**config.mk**
```make
export PLATFORM = sky130hd
export DESIGN_NAME = rsf_regs
export DESIGN_NICKNAME = d
export VERILOG_FILES = /design/src/verilog/rsf_pkg.sv /design/src/verilog/rsf_sticky_flags.sv /design/src/verilog/rsf_regs.sv
export SDC_FILE = /design/constraint.sdc
export NUM_CORES = 1
export LEC_CHECK = 0
export BUFFER_PORTS_ARGS = -buffer_cell sky130_fd_sc_hd__buf_2
export CAP_MARGIN = 20
export CORE_ASPECT_RATIO = 0.9
export CORE_MARGIN = 4
export CORE_UTILIZATION = 54
export DETAILED_ROUTE_END_ITERATION = 16
export GPL_TIMING_DRIVEN = 0
export PLACE_DENSITY = 0.82
export SLEW_MARGIN = 20
export SYNTH_ARGS = -nofsm -noshare
export SYNTH_HDL_FRONTEND = slang
export SYNTH_SLANG_ARGS = --single-unit
```
**constraint.sdc**
```tcl
create_clock -name CLOCK -period 1.45 [get_ports CLOCK]
set_input_delay 0.0725 -clock CLOCK [delete_from_list [all_inputs] [get_ports CLOCK]]
set_output_delay 0.0725 -clock CLOCK [all_outputs]
set_load 0.02 [all_outputs]
```
**src/verilog/rsf_pkg.sv**
```systemverilog
// rsf_pkg: register map, field layout and reset values of the ramp/fault bank
package rsf_pkg;

  // register offsets on the control port
  localparam logic [7:0] OFF_SPREAD_MAIN   = 8'h6b;
  localparam logic [7:0] OFF_SPREAD_RANGE  = 8'h6c;
  localparam logic [7:0] OFF_RAMP_DIVISOR  = 8'h6d;
  localparam logic [7:0] OFF_STEP_SIZES    = 8'h6e;
  localparam logic [7:0] OFF_AMP_BOUNDARY  = 8'h6f;
  localparam logic [7:0] OFF_CHANNEL_FAULT_FLAGS    = 8'h70;
  localparam logic [7:0] OFF_GLOBAL_FAULT  = 8'h71;
  localparam logic [7:0] OFF_FAULT_CLEAR   = 8'h78;

  // reset values
  localparam logic [7:0] RST_SPREAD_MAIN   = 8'h00;
  localparam logic [7:0] RST_SPREAD_RANGE  = 8'h00;
  localparam logic [7:0] RST_RAMP_DIVISOR  = 8'h50;
  localparam logic [7:0] RST_STEP_SIZES    = 8'h11;
  localparam logic [7:0] RST_AMP_BOUNDARY  = 8'h24;
  localparam logic [7:0] READ_ZERO         = 8'h00;

  // spread_control_main fields
  localparam int BIT_PRE_DIV       = 5;
  localparam int BIT_MANUAL        = 4;
  localparam int BIT_RANDOM_ON     = 1;
  localparam int BIT_TRIANGLE_ON   = 0;

  // spread_range_select fields
  localparam int RANDOM_RANGE_HI   = 6;
  localparam int RANDOM_RANGE_LO   = 4;
  localparam int TRI_SEL_HI        = 3;
  localparam int TRI_SEL_LO        = 0;

  // triangle_step_sizes fields
  localparam int FALL_STEP_HI      = 7;
  localparam int FALL_STEP_LO      = 4;
  localparam int RISE_STEP_HI      = 3;
  localparam int RISE_STEP_LO      = 0;

  // ramp_amplitude_boundary fields
  localparam int AMP_HI            = 6;
  localparam int AMP_LO            = 5;
  localparam int BOUND_HI          = 4;
  localparam int BOUND_LO          = 0;

  // fault-clear trigger bit
  localparam int BIT_FAULT_CLEAR   = 7;

  // global_fault_flags_a bit positions
  localparam int BIT_OTP_CRC       = 7;
  localparam int BIT_BIQUAD        = 6;
  localparam int BIT_CLOCK_FAULT   = 2;

  // index of each flag inside the sticky flag bank
  localparam int FLAG_RIGHT_OC     = 0;
  localparam int FLAG_LEFT_OC      = 1;
  localparam int FLAG_RIGHT_DC     = 2;
  localparam int FLAG_LEFT_DC      = 3;
  localparam int FLAG_CLOCK        = 4;
  localparam int FLAG_BIQUAD       = 5;
  localparam int FLAG_OTP_CRC      = 6;
  localparam int NUM_FLAGS         = 7;
  localparam int NUM_CHAN_FLAGS    = 4;

  // manual ramp frequency is this reference divided by the divisor
  localparam int unsigned RAMP_REF_HZ = 61440000;

endpackage : rsf_pkg

```
**src/verilog/rsf_sticky_flags.sv**
```systemverilog
// rsf_sticky_flags: bank of sticky flags where a set beats a same-cycle clear
`timescale 1ns/100ps
module rsf_sticky_flags
#(
  parameter int W = 7
)
(
  // clock and reset
  input  wire logic         clk,
  input  wire logic         rst_n,
  // per-flag set and clear strobes
  input  wire logic [W-1:0] set,
  input  wire logic [W-1:0] clr,
  // flag state
  output logic      [W-1:0] flags
);

  logic [W-1:0] flags_reg;
  logic [W-1:0] flags_next;

  genvar g;
  generate
    for (g = 0; g < W; g++)
    begin : g_flag
      // set wins so an event in the clearing cycle is never lost
      assign flags_next[g] = set[g] | (flags_reg[g] & ~clr[g]);
    end
  endgenerate

  always_ff @(posedge clk)
  begin
    if (!rst_n)
      flags_reg <= '0;
    else
      flags_reg <= flags_next;
  end

  assign flags = flags_reg;

endmodule // rsf_sticky_flags

```
**src/verilog/rsf_regs.sv**
```systemverilog
// rsf_regs: ramp spread-spectrum control registers and sticky fault flags
//
// What this block does
// - manual bit selects manual ramp settings
// - manual pre-divide bit halves ramp source clock
// - random spread enable and 3-bit range
// - triangle spread enable and 4-bit select
// - manual ramp frequency from 8-bit divisor
// - manual triangle fall step, four bits
// - manual triangle rise step, four bits
// - manual ramp amplitude, two bits
// - manual triangle sweep boundary, five bits
// - left DC fault sets channel bit 3
// - right DC fault sets channel bit 2
// - left over-current sets channel bit 1
// - right over-current sets channel bit 0
// - channel fault forces power outputs high-impedance
// - channel fault drives the fault pin
// - channel flags held until clear bit written
// - OTP CRC error sets global bit 7
// - failed biquad write sets global bit 6
// - fault-clear register sits at 0x78
// - clock error sets bit 2, Hi-Z until gone
`timescale 1ns/100ps
module rsf_regs
(
  // clock and reset
  input  wire logic       CLOCK,
  input  wire logic       RST_N,
  // register port from the control bus decoder
  input  wire logic [7:0] REG_ADDR,
  input  wire logic [7:0] REG_WDATA,
  input  wire logic       REG_WR,
  input  wire logic       REG_RD,
  output logic      [7:0] REG_RDATA,
  output logic            REG_RVALID,
  // fault detector events
  input  wire logic       LEFT_DC_EVT,
  input  wire logic       RIGHT_DC_EVT,
  input  wire logic       LEFT_OC_EVT,
  input  wire logic       RIGHT_OC_EVT,
  input  wire logic       OTP_CRC_EVT,
  input  wire logic       BIQUAD_WR_FAIL,
  input  wire logic       BIQUAD_WR_OK,
  input  wire logic       CLOCK_ERROR,
  // ramp spread-spectrum controller settings
  output logic            MANUAL_MODE,
  output logic            SRC_DIV2,
  output logic            RANDOM_SPREAD_ON,
  output logic            TRIANGLE_SPREAD_ON,
  output logic      [2:0] RANDOM_SPREAD_RANGE,
  output logic      [3:0] TRIANGLE_SELECT,
  output logic      [7:0] MANUAL_RAMP_DIVISOR_N,
  output logic      [3:0] TRIANGLE_FALL_STEP,
  output logic      [3:0] TRIANGLE_RISE_STEP,
  output logic      [1:0] RAMP_AMPLITUDE_SETTING,
  output logic      [4:0] TRIANGLE_SWEEP_BOUNDARY,
  // power stage and fault pin
  output logic            OUTPUT_HIZ,
  output logic            FAULT_N
);

  // address match, shared by the write and read decoders
  function automatic logic addr_hit(input logic [7:0] a,
                                    input logic [7:0] off);
    addr_hit = (a == off);
  endfunction

  // stored registers
  logic [7:0] spread_main_reg;
  logic [7:0] spread_main_next;
  logic [7:0] spread_range_reg;
  logic [7:0] spread_range_next;
  logic [7:0] ramp_divisor_reg;
  logic [7:0] ramp_divisor_next;
  logic [7:0] step_sizes_reg;
  logic [7:0] step_sizes_next;
  logic [7:0] amp_boundary_reg;
  logic [7:0] amp_boundary_next;

  // read path
  logic [7:0] rdata_reg;
  logic [7:0] rdata_next;
  logic       rvalid_reg;

  // write decode
  wire        wr_spread_main;
  wire        wr_spread_range;
  wire        wr_ramp_divisor;
  wire        wr_step_sizes;
  wire        wr_amp_boundary;
  wire        wr_fault_clear;
  wire        fault_clear_pulse;

  // read decode
  wire        rd_spread_main;
  wire        rd_spread_range;
  wire        rd_ramp_divisor;
  wire        rd_step_sizes;
  wire        rd_amp_boundary;
  wire        rd_channel_fault_flags;
  wire        rd_global_fault;

  // flag bank wiring
  logic [rsf_pkg::NUM_FLAGS-1:0] flag_set;
  logic [rsf_pkg::NUM_FLAGS-1:0] flag_clr;
  logic [rsf_pkg::NUM_FLAGS-1:0] flags;

  // fault views
  wire  [7:0] channel_fault_flags_view;
  wire  [7:0] global_fault_view;
  logic [7:0] global_fault_view_c;
  wire        channel_fault_flags_any;
  wire        hiz_next;
  logic       hiz_reg;
  logic       fault_n_reg;

  // controller setting views
  wire        manual_on;
  wire        div2_next;
  wire  [2:0] random_range_field;
  wire  [3:0] tri_select_field;
  wire  [3:0] fall_step_field;
  wire  [3:0] rise_step_field;
  wire  [1:0] amp_field;
  wire  [4:0] boundary_field;
  wire  [7:0] divisor_eff;
  wire  [3:0] fall_step_eff;
  wire  [3:0] rise_step_eff;
  wire  [1:0] amp_eff;
  wire  [4:0] boundary_eff;

  // settings flops
  logic       manual_reg;
  logic       div2_reg;
  logic       random_on_reg;
  logic       tri_on_reg;
  logic [2:0] random_range_reg;
  logic [3:0] tri_select_reg;
  logic [7:0] divisor_out_reg;
  logic [3:0] fall_step_reg;
  logic [3:0] rise_step_reg;
  logic [1:0] amp_reg;
  logic [4:0] boundary_reg;

  // write decode
  assign wr_spread_main  = REG_WR &
                           addr_hit(REG_ADDR, rsf_pkg::OFF_SPREAD_MAIN);
  assign wr_spread_range = REG_WR &
                           addr_hit(REG_ADDR, rsf_pkg::OFF_SPREAD_RANGE);
  assign wr_ramp_divisor = REG_WR &
                           addr_hit(REG_ADDR, rsf_pkg::OFF_RAMP_DIVISOR);
  assign wr_step_sizes   = REG_WR &
                           addr_hit(REG_ADDR, rsf_pkg::OFF_STEP_SIZES);
  assign wr_amp_boundary = REG_WR &
                           addr_hit(REG_ADDR, rsf_pkg::OFF_AMP_BOUNDARY);
  assign wr_fault_clear  = REG_WR &
                           addr_hit(REG_ADDR, rsf_pkg::OFF_FAULT_CLEAR);
  assign fault_clear_pulse = wr_fault_clear &
                             REG_WDATA[rsf_pkg::BIT_FAULT_CLEAR];

  // reserved bits are stored and read back but steer nothing
  assign spread_main_next  = wr_spread_main  ? REG_WDATA : spread_main_reg;
  assign spread_range_next = wr_spread_range ? REG_WDATA : spread_range_reg;
  assign ramp_divisor_next = wr_ramp_divisor ? REG_WDATA : ramp_divisor_reg;
  assign step_sizes_next   = wr_step_sizes   ? REG_WDATA : step_sizes_reg;
  assign amp_boundary_next = wr_amp_boundary ? REG_WDATA : amp_boundary_reg;

  always_ff @(posedge CLOCK)
  begin
    if (!RST_N)
    begin
      spread_main_reg  <= rsf_pkg::RST_SPREAD_MAIN;
      spread_range_reg <= rsf_pkg::RST_SPREAD_RANGE;
      ramp_divisor_reg <= rsf_pkg::RST_RAMP_DIVISOR;
      step_sizes_reg   <= rsf_pkg::RST_STEP_SIZES;
      amp_boundary_reg <= rsf_pkg::RST_AMP_BOUNDARY;
    end
    else
    begin
      spread_main_reg  <= spread_main_next;
      spread_range_reg <= spread_range_next;
      ramp_divisor_reg <= ramp_divisor_next;
      step_sizes_reg   <= step_sizes_next;
      amp_boundary_reg <= amp_boundary_next;
    end
  end

  // fault flag sources
  always_comb
  begin
    flag_set = '0;
    flag_clr = {rsf_pkg::NUM_FLAGS{fault_clear_pulse}};
    flag_set[rsf_pkg::FLAG_LEFT_DC]  = LEFT_DC_EVT;
    flag_set[rsf_pkg::FLAG_RIGHT_DC] = RIGHT_DC_EVT;
    flag_set[rsf_pkg::FLAG_LEFT_OC]  = LEFT_OC_EVT;
    flag_set[rsf_pkg::FLAG_RIGHT_OC] = RIGHT_OC_EVT;
    flag_set[rsf_pkg::FLAG_OTP_CRC]  = OTP_CRC_EVT;
    flag_set[rsf_pkg::FLAG_CLOCK]    = CLOCK_ERROR;
    flag_set[rsf_pkg::FLAG_BIQUAD]   = BIQUAD_WR_FAIL;
    // the biquad flag tracks the latest write, so a good write clears it
    flag_clr[rsf_pkg::FLAG_BIQUAD]   = fault_clear_pulse |
                                       BIQUAD_WR_OK;
  end

  rsf_sticky_flags
  #(
    .W     (rsf_pkg::NUM_FLAGS)
  )
  u_flags
  (
    .clk   (CLOCK),
    .rst_n (RST_N),
    .set   (flag_set),
    .clr   (flag_clr),
    .flags (flags)
  );

  // register views of the flag bank
  assign channel_fault_flags_view = {
    4'h0,
    flags[rsf_pkg::FLAG_LEFT_DC],
    flags[rsf_pkg::FLAG_RIGHT_DC],
    flags[rsf_pkg::FLAG_LEFT_OC],
    flags[rsf_pkg::FLAG_RIGHT_OC]
  };

  always_comb
  begin
    // supply faults live elsewhere; their bits read as zero here
    global_fault_view_c = rsf_pkg::READ_ZERO;
    global_fault_view_c[rsf_pkg::BIT_OTP_CRC]     =
      flags[rsf_pkg::FLAG_OTP_CRC];
    global_fault_view_c[rsf_pkg::BIT_BIQUAD]      =
      flags[rsf_pkg::FLAG_BIQUAD];
    global_fault_view_c[rsf_pkg::BIT_CLOCK_FAULT] =
      flags[rsf_pkg::FLAG_CLOCK];
  end
  assign global_fault_view = global_fault_view_c;

  // power stage protection
  assign channel_fault_flags_any = |flags[rsf_pkg::NUM_CHAN_FLAGS-1:0];
  // clock fault recovers on its own, so the live level drives Hi-Z
  assign hiz_next = channel_fault_flags_any | CLOCK_ERROR;

  always_ff @(posedge CLOCK)
  begin
    if (!RST_N)
    begin
      hiz_reg     <= 1'b0;
      fault_n_reg <= 1'b1;
    end
    else
    begin
      hiz_reg     <= hiz_next;
      fault_n_reg <= ~(channel_fault_flags_any |
                       flags[rsf_pkg::FLAG_CLOCK]);
    end
  end

  assign OUTPUT_HIZ = hiz_reg;
  assign FAULT_N    = fault_n_reg;

  // read decode
  assign rd_spread_main  = addr_hit(REG_ADDR, rsf_pkg::OFF_SPREAD_MAIN);
  assign rd_spread_range = addr_hit(REG_ADDR, rsf_pkg::OFF_SPREAD_RANGE);
  assign rd_ramp_divisor = addr_hit(REG_ADDR, rsf_pkg::OFF_RAMP_DIVISOR);
  assign rd_step_sizes   = addr_hit(REG_ADDR, rsf_pkg::OFF_STEP_SIZES);
  assign rd_amp_boundary = addr_hit(REG_ADDR, rsf_pkg::OFF_AMP_BOUNDARY);
  assign rd_channel_fault_flags   = addr_hit(REG_ADDR, rsf_pkg::OFF_CHANNEL_FAULT_FLAGS);
  assign rd_global_fault = addr_hit(REG_ADDR, rsf_pkg::OFF_GLOBAL_FAULT);

  // unmapped and write-only addresses read as zero
  assign rdata_next =
    rd_spread_main  ? spread_main_reg   :
    rd_spread_range ? spread_range_reg  :
    rd_ramp_divisor ? ramp_divisor_reg  :
    rd_step_sizes   ? step_sizes_reg    :
    rd_amp_boundary ? amp_boundary_reg  :
    rd_channel_fault_flags   ? channel_fault_flags_view   :
    rd_global_fault ? global_fault_view :
                      rsf_pkg::READ_ZERO;

  always_ff @(posedge CLOCK)
  begin
    if (!RST_N)
    begin
      rdata_reg  <= rsf_pkg::READ_ZERO;
      rvalid_reg <= 1'b0;
    end
    else
    begin
      rvalid_reg <= REG_RD;
      if (REG_RD)
        rdata_reg <= rdata_next;
    end
  end

  assign REG_RDATA  = rdata_reg;
  assign REG_RVALID = rvalid_reg;

  // controller settings
  assign manual_on = spread_main_reg[rsf_pkg::BIT_MANUAL];
  assign div2_next = manual_on &
                     spread_main_reg[rsf_pkg::BIT_PRE_DIV];

  assign random_range_field =
    spread_range_reg[rsf_pkg::RANDOM_RANGE_HI:rsf_pkg::RANDOM_RANGE_LO];
  assign tri_select_field =
    spread_range_reg[rsf_pkg::TRI_SEL_HI:rsf_pkg::TRI_SEL_LO];
  assign fall_step_field =
    step_sizes_reg[rsf_pkg::FALL_STEP_HI:rsf_pkg::FALL_STEP_LO];
  assign rise_step_field =
    step_sizes_reg[rsf_pkg::RISE_STEP_HI:rsf_pkg::RISE_STEP_LO];
  assign amp_field =
    amp_boundary_reg[rsf_pkg::AMP_HI:rsf_pkg::AMP_LO];
  assign boundary_field =
    amp_boundary_reg[rsf_pkg::BOUND_HI:rsf_pkg::BOUND_LO];

  // in auto mode the manual fields carry their reset defaults, whatever was written
  assign divisor_eff   = manual_on ? ramp_divisor_reg :
                         rsf_pkg::RST_RAMP_DIVISOR;
  assign fall_step_eff = manual_on ? fall_step_field :
    rsf_pkg::RST_STEP_SIZES[rsf_pkg::FALL_STEP_HI:
                            rsf_pkg::FALL_STEP_LO];
  assign rise_step_eff = manual_on ? rise_step_field :
    rsf_pkg::RST_STEP_SIZES[rsf_pkg::RISE_STEP_HI:
                            rsf_pkg::RISE_STEP_LO];
  assign amp_eff       = manual_on ? amp_field :
    rsf_pkg::RST_AMP_BOUNDARY[rsf_pkg::AMP_HI:
                              rsf_pkg::AMP_LO];
  assign boundary_eff  = manual_on ? boundary_field :
    rsf_pkg::RST_AMP_BOUNDARY[rsf_pkg::BOUND_HI:
                              rsf_pkg::BOUND_LO];

  always_ff @(posedge CLOCK)
  begin
    if (!RST_N)
    begin
      manual_reg       <= 1'b0;
      div2_reg         <= 1'b0;
      random_on_reg    <= 1'b0;
      tri_on_reg       <= 1'b0;
      random_range_reg <= 3'h0;
      tri_select_reg   <= 4'h0;
      divisor_out_reg  <= rsf_pkg::RST_RAMP_DIVISOR;
      fall_step_reg    <= rsf_pkg::RST_STEP_SIZES[rsf_pkg::FALL_STEP_HI:
                                                  rsf_pkg::FALL_STEP_LO];
      rise_step_reg    <= rsf_pkg::RST_STEP_SIZES[rsf_pkg::RISE_STEP_HI:
                                                  rsf_pkg::RISE_STEP_LO];
      amp_reg          <= rsf_pkg::RST_AMP_BOUNDARY[rsf_pkg::AMP_HI:
                                                    rsf_pkg::AMP_LO];
      boundary_reg     <= rsf_pkg::RST_AMP_BOUNDARY[rsf_pkg::BOUND_HI:
                                                    rsf_pkg::BOUND_LO];
    end
    else
    begin
      manual_reg       <= manual_on;
      div2_reg         <= div2_next;
      random_on_reg    <= spread_main_reg[rsf_pkg::BIT_RANDOM_ON];
      tri_on_reg       <= spread_main_reg[rsf_pkg::BIT_TRIANGLE_ON];
      random_range_reg <= random_range_field;
      tri_select_reg   <= tri_select_field;
      divisor_out_reg  <= divisor_eff;
      fall_step_reg    <= fall_step_eff;
      rise_step_reg    <= rise_step_eff;
      amp_reg          <= amp_eff;
      boundary_reg     <= boundary_eff;
    end
  end

  assign MANUAL_MODE             = manual_reg;
  assign SRC_DIV2                = div2_reg;
  assign RANDOM_SPREAD_ON        = random_on_reg;
  assign TRIANGLE_SPREAD_ON      = tri_on_reg;
  assign RANDOM_SPREAD_RANGE     = random_range_reg;
  assign TRIANGLE_SELECT         = tri_select_reg;
  assign MANUAL_RAMP_DIVISOR_N   = divisor_out_reg;
  assign TRIANGLE_FALL_STEP      = fall_step_reg;
  assign TRIANGLE_RISE_STEP      = rise_step_reg;
  assign RAMP_AMPLITUDE_SETTING  = amp_reg;
  assign TRIANGLE_SWEEP_BOUNDARY = boundary_reg;

endmodule // rsf_regs

```
# After elaboration in Yosys (flattened, before gate mapping)
# Cells that the tools add are included.
totals:
  reg_bits: 92
  input_bits: 28
  output_inout_bits: 45
  elab_cells: 66
op_classes:
  n_eq_ne: 8
  n_mux: 7
  n_bitwise: 28
  n_reduce_logical: 2
ops:
  columns: ["cell", "n"]
  rows:
  - ["8-bit by 7-bit == test with 1-bit output (second input constant)", 8]
  - ["8-bit 2-to-1 mux", 7]
  - ["1-bit AND", 15]
  - ["1-bit bitwise OR", 10]
  - ["4-bit OR reduction", 1]
  - ["1-bit inverter", 3]
  - ["2-bit AND reduction", 1]

# Depth between registers and ports, before layout
# Gate-level depths: netlist of the first run.
depth:
  word_depth: 8
  mapped_depth: 8
  mapped_depth_nobuf: 5

# By module
# A second synthesis of the first run with hierarchy kept.
unflattened:
  hier_cells: 352
  hier_area_um2: 3622.2
by_module_without_submodules:
  columns: ["module", "n_inst", "cells_each", "area_each_um2", "seq_area_each_um2"]
  rows:
  - ["rsf_regs", 1, 331, 3385.7, 1701.6]
  - ["rsf_sticky_flags", 1, 21, 236.5, 140.1]

# Worst setup path before layout of the first run
# No wires, ideal clock.
synth_timing:
  kind: "input-to-reg"
  start: "input REG_ADDR[2]"
  end: "register step_sizes_reg[0]"
  setup_time_ns: 0.128
  arrival_time_ns: 1.172
  required_time_ns: 1.322
  slack_ns: 0.149
  path_stages: 8
  n_path_buf: 3
  cell_sequence: "buf_4 > and3b_4 > and2_1 > buf_6 > nand4b_2 > buf_6 > mux2i_1 > nand2_1"
synth_via:
  elab_chain_cells: 2
synth_lines:
  columns: ["item", "line_no", "source"]
  rows:
  - ["start: declaration", "rsf_regs.sv:31", "input wire logic [7:0] REG_ADDR,"]
  - ["8-bit by 7-bit == test with 1-bit output", "rsf_regs.sv:66", "addr_hit = (a == off);"]
  - ["1-bit AND", "rsf_regs.sv:153", "assign wr_step_sizes = REG_WR &"]
  - ["end signal: assignment", "rsf_regs.sv:176", "step_sizes_reg <= rsf_pkg::RST_STEP_SIZES;"]
  - ["end signal: assignment", "rsf_regs.sv:184", "step_sizes_reg <= step_sizes_next;"]
  - ["end: declaration", "rsf_regs.sv:76", "logic [7:0] step_sizes_reg;"]
# Every way passes these cells.
# A chain may end at the register's enable or synchronous reset.

# Worst setup path after layout of the first run
layout_timing:
  start: "register spread_range_reg[2]"
  end: "register rdata_reg[2] (netlist: REG_RDATA[2])"
layout_via:
  elab_chain_cells: 2
layout_lines:
  columns: ["item", "line_no", "source"]
  rows:
  - ["start: declaration", "rsf_regs.sv:72", "logic [7:0] spread_range_reg;"]
  - ["start signal: assignment", "rsf_regs.sv:174", "spread_range_reg <= rsf_pkg::RST_SPREAD_RANGE;"]
  - ["start signal: assignment", "rsf_regs.sv:182", "spread_range_reg <= spread_range_next;"]
  - ["8-bit 2-to-1 mux", "rsf_regs.sv:276", "rd_spread_range ? spread_range_reg :"]
  - ["8-bit 2-to-1 mux", "rsf_regs.sv:275", "rd_spread_main ? spread_main_reg :"]
  - ["end signal: assignment", "rsf_regs.sv:288", "rdata_reg <= rsf_pkg::READ_ZERO;"]
  - ["end signal: assignment", "rsf_regs.sv:295", "rdata_reg <= rdata_next;"]
  - ["end: declaration", "rsf_regs.sv:82", "logic [7:0] rdata_reg;"]
# Every way passes these cells.

==> impl_metrics.ini, run 1 <==
[final_layout]
fin_nets = 470
area_growth_pct = 20.7
n_antenna_cell = 0
drive_above_1_share = 0.262
fillerInstances = 548
final_area_sq_um = 4440

[sta]
fin_worst_skew_ps = 10.6
period_needed_ps = 1360
timing.fmax_ghz = 0.738
hold_ws_ps = 18.1
fin_crit_sh = 0.935
rsz0062_at_grt = false
setup_viol = 0
hold_viol = 0
slew_violations = 0
tightest_slew_ps = 554
slew_headroom = 0.630
setup-tns-final_ps = 0

[yosys]
synth.mux.area_fraction = 0.134
synth.avg_cell_area_sq_um = 10.4
synthAdderAreaFrac = 0
syn_nets = 381
synthFlopType = dfxtp_1
synth_cell_types = 53
synth_xor_area_frac = 0
synthTopCellsByCount = dfxtp_1, mux2i_1, nor2b_1
synth_compound_area_frac = 0.0980
ys_top_cells_by_area = dfxtp_1, mux2i_1, nor2b_1
synth_area_sq_um = 3680
yosys.area.top_type = dfxtp_1
ys_warn_count = 0
ys_seq_area_frac = 0.501
synth_edf_count = 0
synth_seq_cells = 92
synthCells = 353
yosys.area.top_type_share = 0.501
synth-async-reset-ratio = 0
synth_top_family_by_area = simple AND/OR/NAND/NOR gates
yosys.area_share.simple = 0.233
synth_most_common_cell = dfxtp_1

[min_path]
holdCritPathClass = input pin to register
min-delay-start = REG_WDATA[2]

[clocking]
clock_path_buffers = 2
clock_latency_ps = 360
post_cts_buffers = 0
cts_tree = yes
path_clk_slew_ps = 100
clock-sinks = 92
cts-root-buf = clkbuf_8
cts_inserted_buffers = 9
cts_max_level = 3

[global_routing]
grt_max_degree = 17
first_global_vias = 2834
track_usage = 0.240
grt_pass1_wl_microns = 14900
grt_overflow = 0
antenna_found_initial = 0

[worst_setup_path]
startpoint_type = register
critPathKind = register to register
endpoint_kind = register
timing.rr.start = spread_range_reg[2]$_SDFFE_PN0P_
worst-path-max-fanout = 4
arrival_ps = 1600
startpoint = spread_range_reg[2]$_SDFFE_PN0P_
required_ps = 1700

[placement]
io_buffers = 70
placed_area_sq_um = 4140
routabilityCongestion = 0.906
dpl.hpwl_microns = 6760

[detailed_routing]
route.antenna.remaining_nets = 0
firstDrtPassIters = 5
via_per_inst = 5.54
drc = 0
vias = 2976
drtIter0Drc = 276
routedWlPerCell_microns = 17.7
wl_microns = 9530

[floorplan]
fp-row-count = 28
start_util = 0.558
core_area_sq_um = 6590
ios = 73
dieArea_sq_um = 8190
die_h_microns = 86.3
fp.dieW_microns = 95.0

[power]
p_per_area_nw_per_um2 = 1070
power_uw = 4730
max-vdd-ir-drop_mv = 0.652
p_leak_uw = 0.00214

[run]
max_cap_violations = 0

[status]
status = finished, final reports clean
[cells in the final DEF (no fill, tap or decap), types with 10 or more instances in the layout]
cell,synthesis,final
clkbuf_1,12,12
nor2b_1,42,42
and2_1,11,11
mux2i_1,46,46
nand2_1,23,23
a21oi_1,14,14
and3_1,19,19
dfxtp_1,92,92
buf_2,6,76
clkbuf_8,0,11
o21ai_0,10,10
[layout make-up]
cell class	instances	area, sq um	share of cell area
buffer	21	105	0.0237
timing repair buffer	78	430	0.0970
tap	90	113	0.0254
inverter	5	18.8	0.00423
multi-input combinational	235	1710	0.386
sequential	92	1840	0.415
clock inverter	5	65.1	0.0147
clock buffer	11	151	0.0341
[through the flow]
| stage | instances | utilization | worst slack (ps) |
|---|---|---|---|
| 2_1_floorplan | 353 | - | 149 |
| 3_3_place_gp | 513 | 0.628 | -207 |
| 3_5_place_dp | 513 | 0.628 | -190 |
| 4_1_cts | 537 | 0.673 | 111 |
| 5_1_grt | 537 | 0.673 | 61.4 |
| 6_report | 537 | 0.673 | 94.6 |
[kinds of logic (layout without fill, tap and decap cells)]
logic type	after synthesis	after routing
AND/OR/NAND/NOR	133	133
flip-flops	92	92
AO/OA/AOI/OAI	53	53
multiplexers	49	49
buffers and inverters	26	120
[worst max-delay path: stages, from the launching register on]
cell and delay [ps]:
dfxtp_1 360, mux2_1 290, o32ai_1 230, nand2_1 90, a32o_1 280
[repair_timing]
item / in CTS / in global routing
hold buffers: 8 / 0
endpoints found under the setup margin: 0 / 0
resized for setup: 0 / 0
hold endpoints to repair: 9 / 0
[report_power, final]
| part | switching (uW) | total, uW | leakage (uW) | internal, uW |
|---|---|---|---|---|
| Clock | 927 | 1840 | 0.000111 | 913 |
| Combinational | 200 | 328 | 0.00129 | 128 |
| Sequential | 13.9 | 2560 | 0.000745 | 2550 |
| Total | 1140 | 4730 | 0.00214 | 3590 |
[layer usage]
metal,part of all wire,GRT usage,wire length [microns],up-vias
li1,-,-,-,1422
met1,0.42,0.314,4010,1384
met2,0.48,0.396,4530,150
met3,0.081,0.0564,770,20
met4,0.023,0.0721,215,0
met5,0,0,0,-
[path summary, 6_finish.rpt]
kind                                           end  slack [ps]  depth (start not counted)
setup / recovery         REG_RDATA[2]$_SDFFE_PN0P_          90                          4
hold / removal    amp_boundary_reg[2]$_SDFFE_PN1P_          20                          3
setup reg to reg         REG_RDATA[2]$_SDFFE_PN0P_          90                          4
hold reg to reg          REG_RDATA[4]$_SDFFE_PN0P_         470                          2
No activity file was read; power rests on OpenSTA's default activity.
==> run 2, diff against run 1 <==
BUFFER_PORTS_ARGS = -buffer_cell sky130_fd_sc_hd__buf_4   (was -buffer_cell sky130_fd_sc_hd__buf_2)
==> run 2 against run 1 <==
First-iteration DRC count decreased by 12%; critical path type unchanged; die area unchanged; critical endpoint unchanged; global-route usage increased by 1.6 points.
==> impl_metrics.ini, run 2 (synthesis results as in run 1) <==
[status]
status = finished, final reports clean

[worst_setup_path]
reg2reg_to = REG_RDATA[2]$_SDFFE_PN0P_
slowest_stage = dfxtp_1
cp_top_family = compound AO/OA/AOI/OAI gates
max_stage_delay_ps = 370
path_cells = mux2_1, o32ai_1, nand2_1, a32o_1
timing.rr.start = spread_range_reg[2]$_SDFFE_PN0P_
startpoint_type = register
worst-path-max-fanout = 4
required_ps = 1700
crit_buf_inv = 0
arrival_ps = 1620
reg2regPathDepth = 4
endpoint_kind = register
critPathKind = register to register
r2r_slack_ps = 80

[floorplan]
ios = 73
fp-row-count = 28
core_area_sq_um = 6590
die_h_microns = 86.3
start_util = 0.558
fp.dieW_microns = 95.0
dieArea_sq_um = 8190

[detailed_routing]
drc = 0
drtIter0Drc = 242
via_per_inst = 5.51
routedWlPerCell_microns = 18.2
firstDrtPassIters = 4
wl_microns = 9800
vias = 2976
route.antenna.remaining_nets = 0

[sta]
fin_crit_sh = 0.942
timing.fmax_ghz = 0.732
rsz0062_at_grt = false
hold_viol = 0
fin_worst_skew_ps = 9.25
fin_ws_ps = 83.8
slew_violations = 0
tightest_slew_ps = 604
period_needed_ps = 1370
setup-tns-final_ps = 0
slew_headroom = 0.597
setup_viol = 0

[min_path]
min-delay-start = LEFT_OC_EVT
min_to = u_flags.flags[1]$_SDFF_PN0_
holdCritPathClass = input pin to register
min_delay_path_depth = 3

[clocking]
cts_tree = yes
clock-sinks = 92
cts_max_level = 3
clock_latency_ps = 360
cts-root-buf = clkbuf_8
path_clk_slew_ps = 100
post_cts_buffers = 0
clock_path_buffers = 2
cts.repair.resized = 0
cts_inserted_buffers = 9

[placement]
dpl.hpwl_microns = 7000
place_ws_ps = -201
placed_area_sq_um = 4310
routabilityCongestion = 0.932
io_buffers = 70

[final_layout]
fin_nets = 473
final_common_cell = dfxtp_1
layout_common_cells = dfxtp_1, buf_4, mux2i_1
n_antenna_cell = 0
drive_above_1_share = 0.260
fillerInstances = 516
utilization = 0.703
final_area_sq_um = 4630
area_growth_pct = 26.0

[power]
p_leak_uw = 0.00218
power_uw = 4690
max-vdd-ir-drop_mv = 0.642
p_per_area_nw_per_um2 = 1010

[global_routing]
grt_overflow = 0
grt_pass1_wl_microns = 15800
grt_max_degree = 17
antenna_found_initial = 0
track_usage = 0.256
first_global_vias = 3039

[run]
max_cap_violations = 0
==> run 2: cell count changes in the layout (fill, tap and decap cells not counted) <==
cell	change
buf_2	-70
buf_4	+70
dlygate4sd3_1	+3
clkbuf_8	-1
clkinv_2	+1
clkinvlp_4	+1
inv_6	-1
==> run 2: report_power, final <==
| part | total [uW] | internal [uW] | switching (uW) |
|---|---|---|---|
| clock | 1770 | 856 | 912 |
| combinational | 360 | 158 | 203 |
| sequential | 2560 | 2550 | 15.3 |
| total | 4690 | 3560 | 1130 |
==> run 2: cell type report <==
class                           count  area [sq um]  area share
Multi-Input combinational cell    235          1710       0.369
Buffer                             21           105      0.0227
Clock inverter                      6          68.8      0.0149
Timing Repair Buffer               81           636       0.137
Clock buffer                       10           138      0.0297
Inverter                            5          18.8     0.00405
Sequential cell                    92          1840       0.398
Tap cell                           90           113      0.0243
==> run 2: per-layer routing <==
metal	global-route usage	vias up	share of wire
met5	0	-	0
met4	0.110	0	0.026
met3	0.0503	23	0.059
met2	0.419	103	0.48
met1	0.329	1420	0.44
li1	-	1430	-
==> run 2: how the worst max path moves through the flow <==
stage | start | end | slack, ps | cells past startpoint
floorplan | REG_ADDR[2] | step_sizes_reg[0]$_SDFFE_PN1P_ | 150 | 8
global placement | REG_ADDR[0] | REG_RDATA[2]$_SDFFE_PN0P_ | -160 | 7
detailed placement | REG_ADDR[7] | spread_main_reg[1]$_SDFFE_PN0P_ | -200 | 6
CTS | spread_range_reg[2]$_SDFFE_PN0P_ | REG_RDATA[2]$_SDFFE_PN0P_ | 100 | 4
global route | REG_ADDR[7] | spread_main_reg[1]$_SDFFE_PN0P_ | 30 | 6
finish | spread_range_reg[2]$_SDFFE_PN0P_ | REG_RDATA[2]$_SDFFE_PN0P_ | 80 | 4
==> run 2: tightest hold or removal path, stage by stage <==
cell and delay, ps:
buf_4 80, a21oi_1 30, nor2b_1 130
==> run 2: stage by stage <==
step / instances / hold WS (ps)
2_1_floorplan: 353 / 196
4_1_cts: 540 / 5.04
3_5_place_dp: 513 / 298
5_1_grt: 540 / 22.4
3_3_place_gp: 513 / 299
6_report: 540 / 12.4
==> run 2: what timing repair did <==
item / CTS / global route
hold endpoints to repair: 13 / 0
endpoints found under the setup margin: 0 / 0
hold buffers: 11 / 0
==> run 3, diff against run 2 <==
CORE_UTILIZATION = 42   (was 54)
PLACE_DENSITY = 0.68   (was 0.82)
RECOVER_POWER = 25   (was default)
==> run 3 against run 2 <==
Clock-buffer cell count rose by 3; die area rose by 26%; worst hold slack improved by 15 ps; fmax rose by 0.15%; final cell count rose by 5.4%; sequential power barely moved; critical path type unchanged; via count fell by 1.7%; routed wire length fell by 2.4%; design area fell by 1.8%; total power rose by 0.22%.
==> impl_metrics.ini, run 3 (synthesis results as in run 1) <==
[status]
status = finished, final reports clean

[placement]
placed_area_sq_um = 4350
place_ws_ps = -150
routabilityCongestion = 0.900
io_buffers = 70
dpl.hpwl_microns = 6810
dp.cells = 542

[min_path]
holdCritPathClass = input pin to register

[detailed_routing]
vias = 2926
drtIter0Drc = 296
route.antenna.remaining_nets = 0
via_per_inst = 5.14
firstDrtPassIters = 5
routedWlPerCell_microns = 16.8
drc = 0
wl_microns = 9570

[worst_setup_path]
startpoint_type = register
critPathKind = register to register
max_stage_delay_ps = 350
worst-path-max-fanout = 4
arrival_ps = 1610
required_ps = 1700
cp_top_family = compound AO/OA/AOI/OAI gates
endpoint_kind = register
path_cells = mux2_1, o32ai_1, nand2_1, a32o_1
crit_buf_inv = 0
slowest_stage = dfxtp_1

[sta]
timing.fmax_ghz = 0.733
rsz0062_at_grt = false
fin_worst_skew_ps = 5.51
tightest_slew_ps = 601
fin_crit_sh = 0.941
period_needed_ps = 1360
setup_viol = 0
slew_headroom = 0.599
fin_ws_ps = 85.8
hold_viol = 0
slew_violations = 0

[final_layout]
drive_above_1_share = 0.178
final_area_sq_um = 4550
fin_nets = 474
final_common_cell = dfxtp_1
layout_common_cells = dfxtp_1, clkbuf_1, mux2i_1
utilization = 0.531
n_antenna_cell = 0
layout.cells.non_filler = 569
area_growth_pct = 23.8

[clocking]
cts-root-buf = clkbuf_8
cts_max_level = 3
cts.repair.resized = 0
clock-sinks = 92
cts_tree = yes
path_clk_slew_ps = 80
clock_latency_ps = 350
cts_inserted_buffers = 9
clock_path_buffers = 2

[floorplan]
ios = 73
die_h_microns = 96.8
fp.dieW_microns = 107
dieArea_sq_um = 10300
fp-row-count = 32
start_util = 0.429
core_area_sq_um = 8570

[power]
power_uw = 4700
p_leak_uw = 0.00205
max-vdd-ir-drop_mv = 0.594
p_per_area_nw_per_um2 = 1030

[global_routing]
grt_busiest_layer = met2
first_global_vias = 2800
grt_util_met3 = 0.0340
grt_util_met1 = 0.266
track_usage = 0.188
antenna_found_initial = 0
grt_max_degree = 14
grt_overflow = 0
grt_pass1_wl_microns = 15100
grt_use_met2 = 0.281

[run]
max_cap_violations = 0
## run 3: where the power goes
part           leakage, uW  switching (uW)  internal (uW)
clock network    0.0000977             819            966
logic              0.00121             200            153
registers         0.000745            15.1           2550
## run 3: what timing repair did
action / CTS / global route
hold endpoints to repair: 14 / 0
setup buffers: 0 / 0
hold buffers: 12 / 0
setup endpoints to repair: 0 / 0
## run 3: worst register-to-register path, cell delays in order, from the launching register on
cell and delay (ps):
dfxtp_1 350, mux2_1 290, o32ai_1 240, nand2_1 100, a32o_1 280
## run 3: area by class of cell
class / count / area [sq um]
timing repair buffer: 82 / 526
clock inverter: 2 / 60.1
fill: 826 / 4020
buffer: 21 / 105
clock buffer: 13 / 139
inverter: 5 / 18.8
tap: 119 / 149
sequential: 92 / 1840
multi-input combinational: 235 / 1710
## run 3: per-layer routing
metal  wire length [microns]  vias to the layer above
li1                        -                     1419
met4                     286                        0
met3                     708                       28
met5                       0                        -
met2                    4240                      144
met1                    4340                     1335
## run 3: final timing paths
kind	start	endpoint	slack, ps	cells past startpoint
setup / recovery	spread_range_reg[2]$_SDFFE_PN0P_	REG_RDATA[2]$_SDFFE_PN0P_	90	4
hold / removal	REG_WDATA[3]	ramp_divisor_reg[3]$_SDFFE_PN0P_	30	3
hold reg to reg	REG_RDATA[5]$_SDFFE_PN0P_	REG_RDATA[5]$_SDFFE_PN0P_	480	2
setup reg to reg	spread_range_reg[2]$_SDFFE_PN0P_	REG_RDATA[2]$_SDFFE_PN0P_	90	4
## run 3: through the flow
stage	TNS, ps	hold WS [ps]
4_1_cts	0	21.6
3_3_place_gp	-2270	301
2_1_floorplan	0	196
5_1_grt	0	37.6
3_5_place_dp	-3070	298
6_report	0	27.6
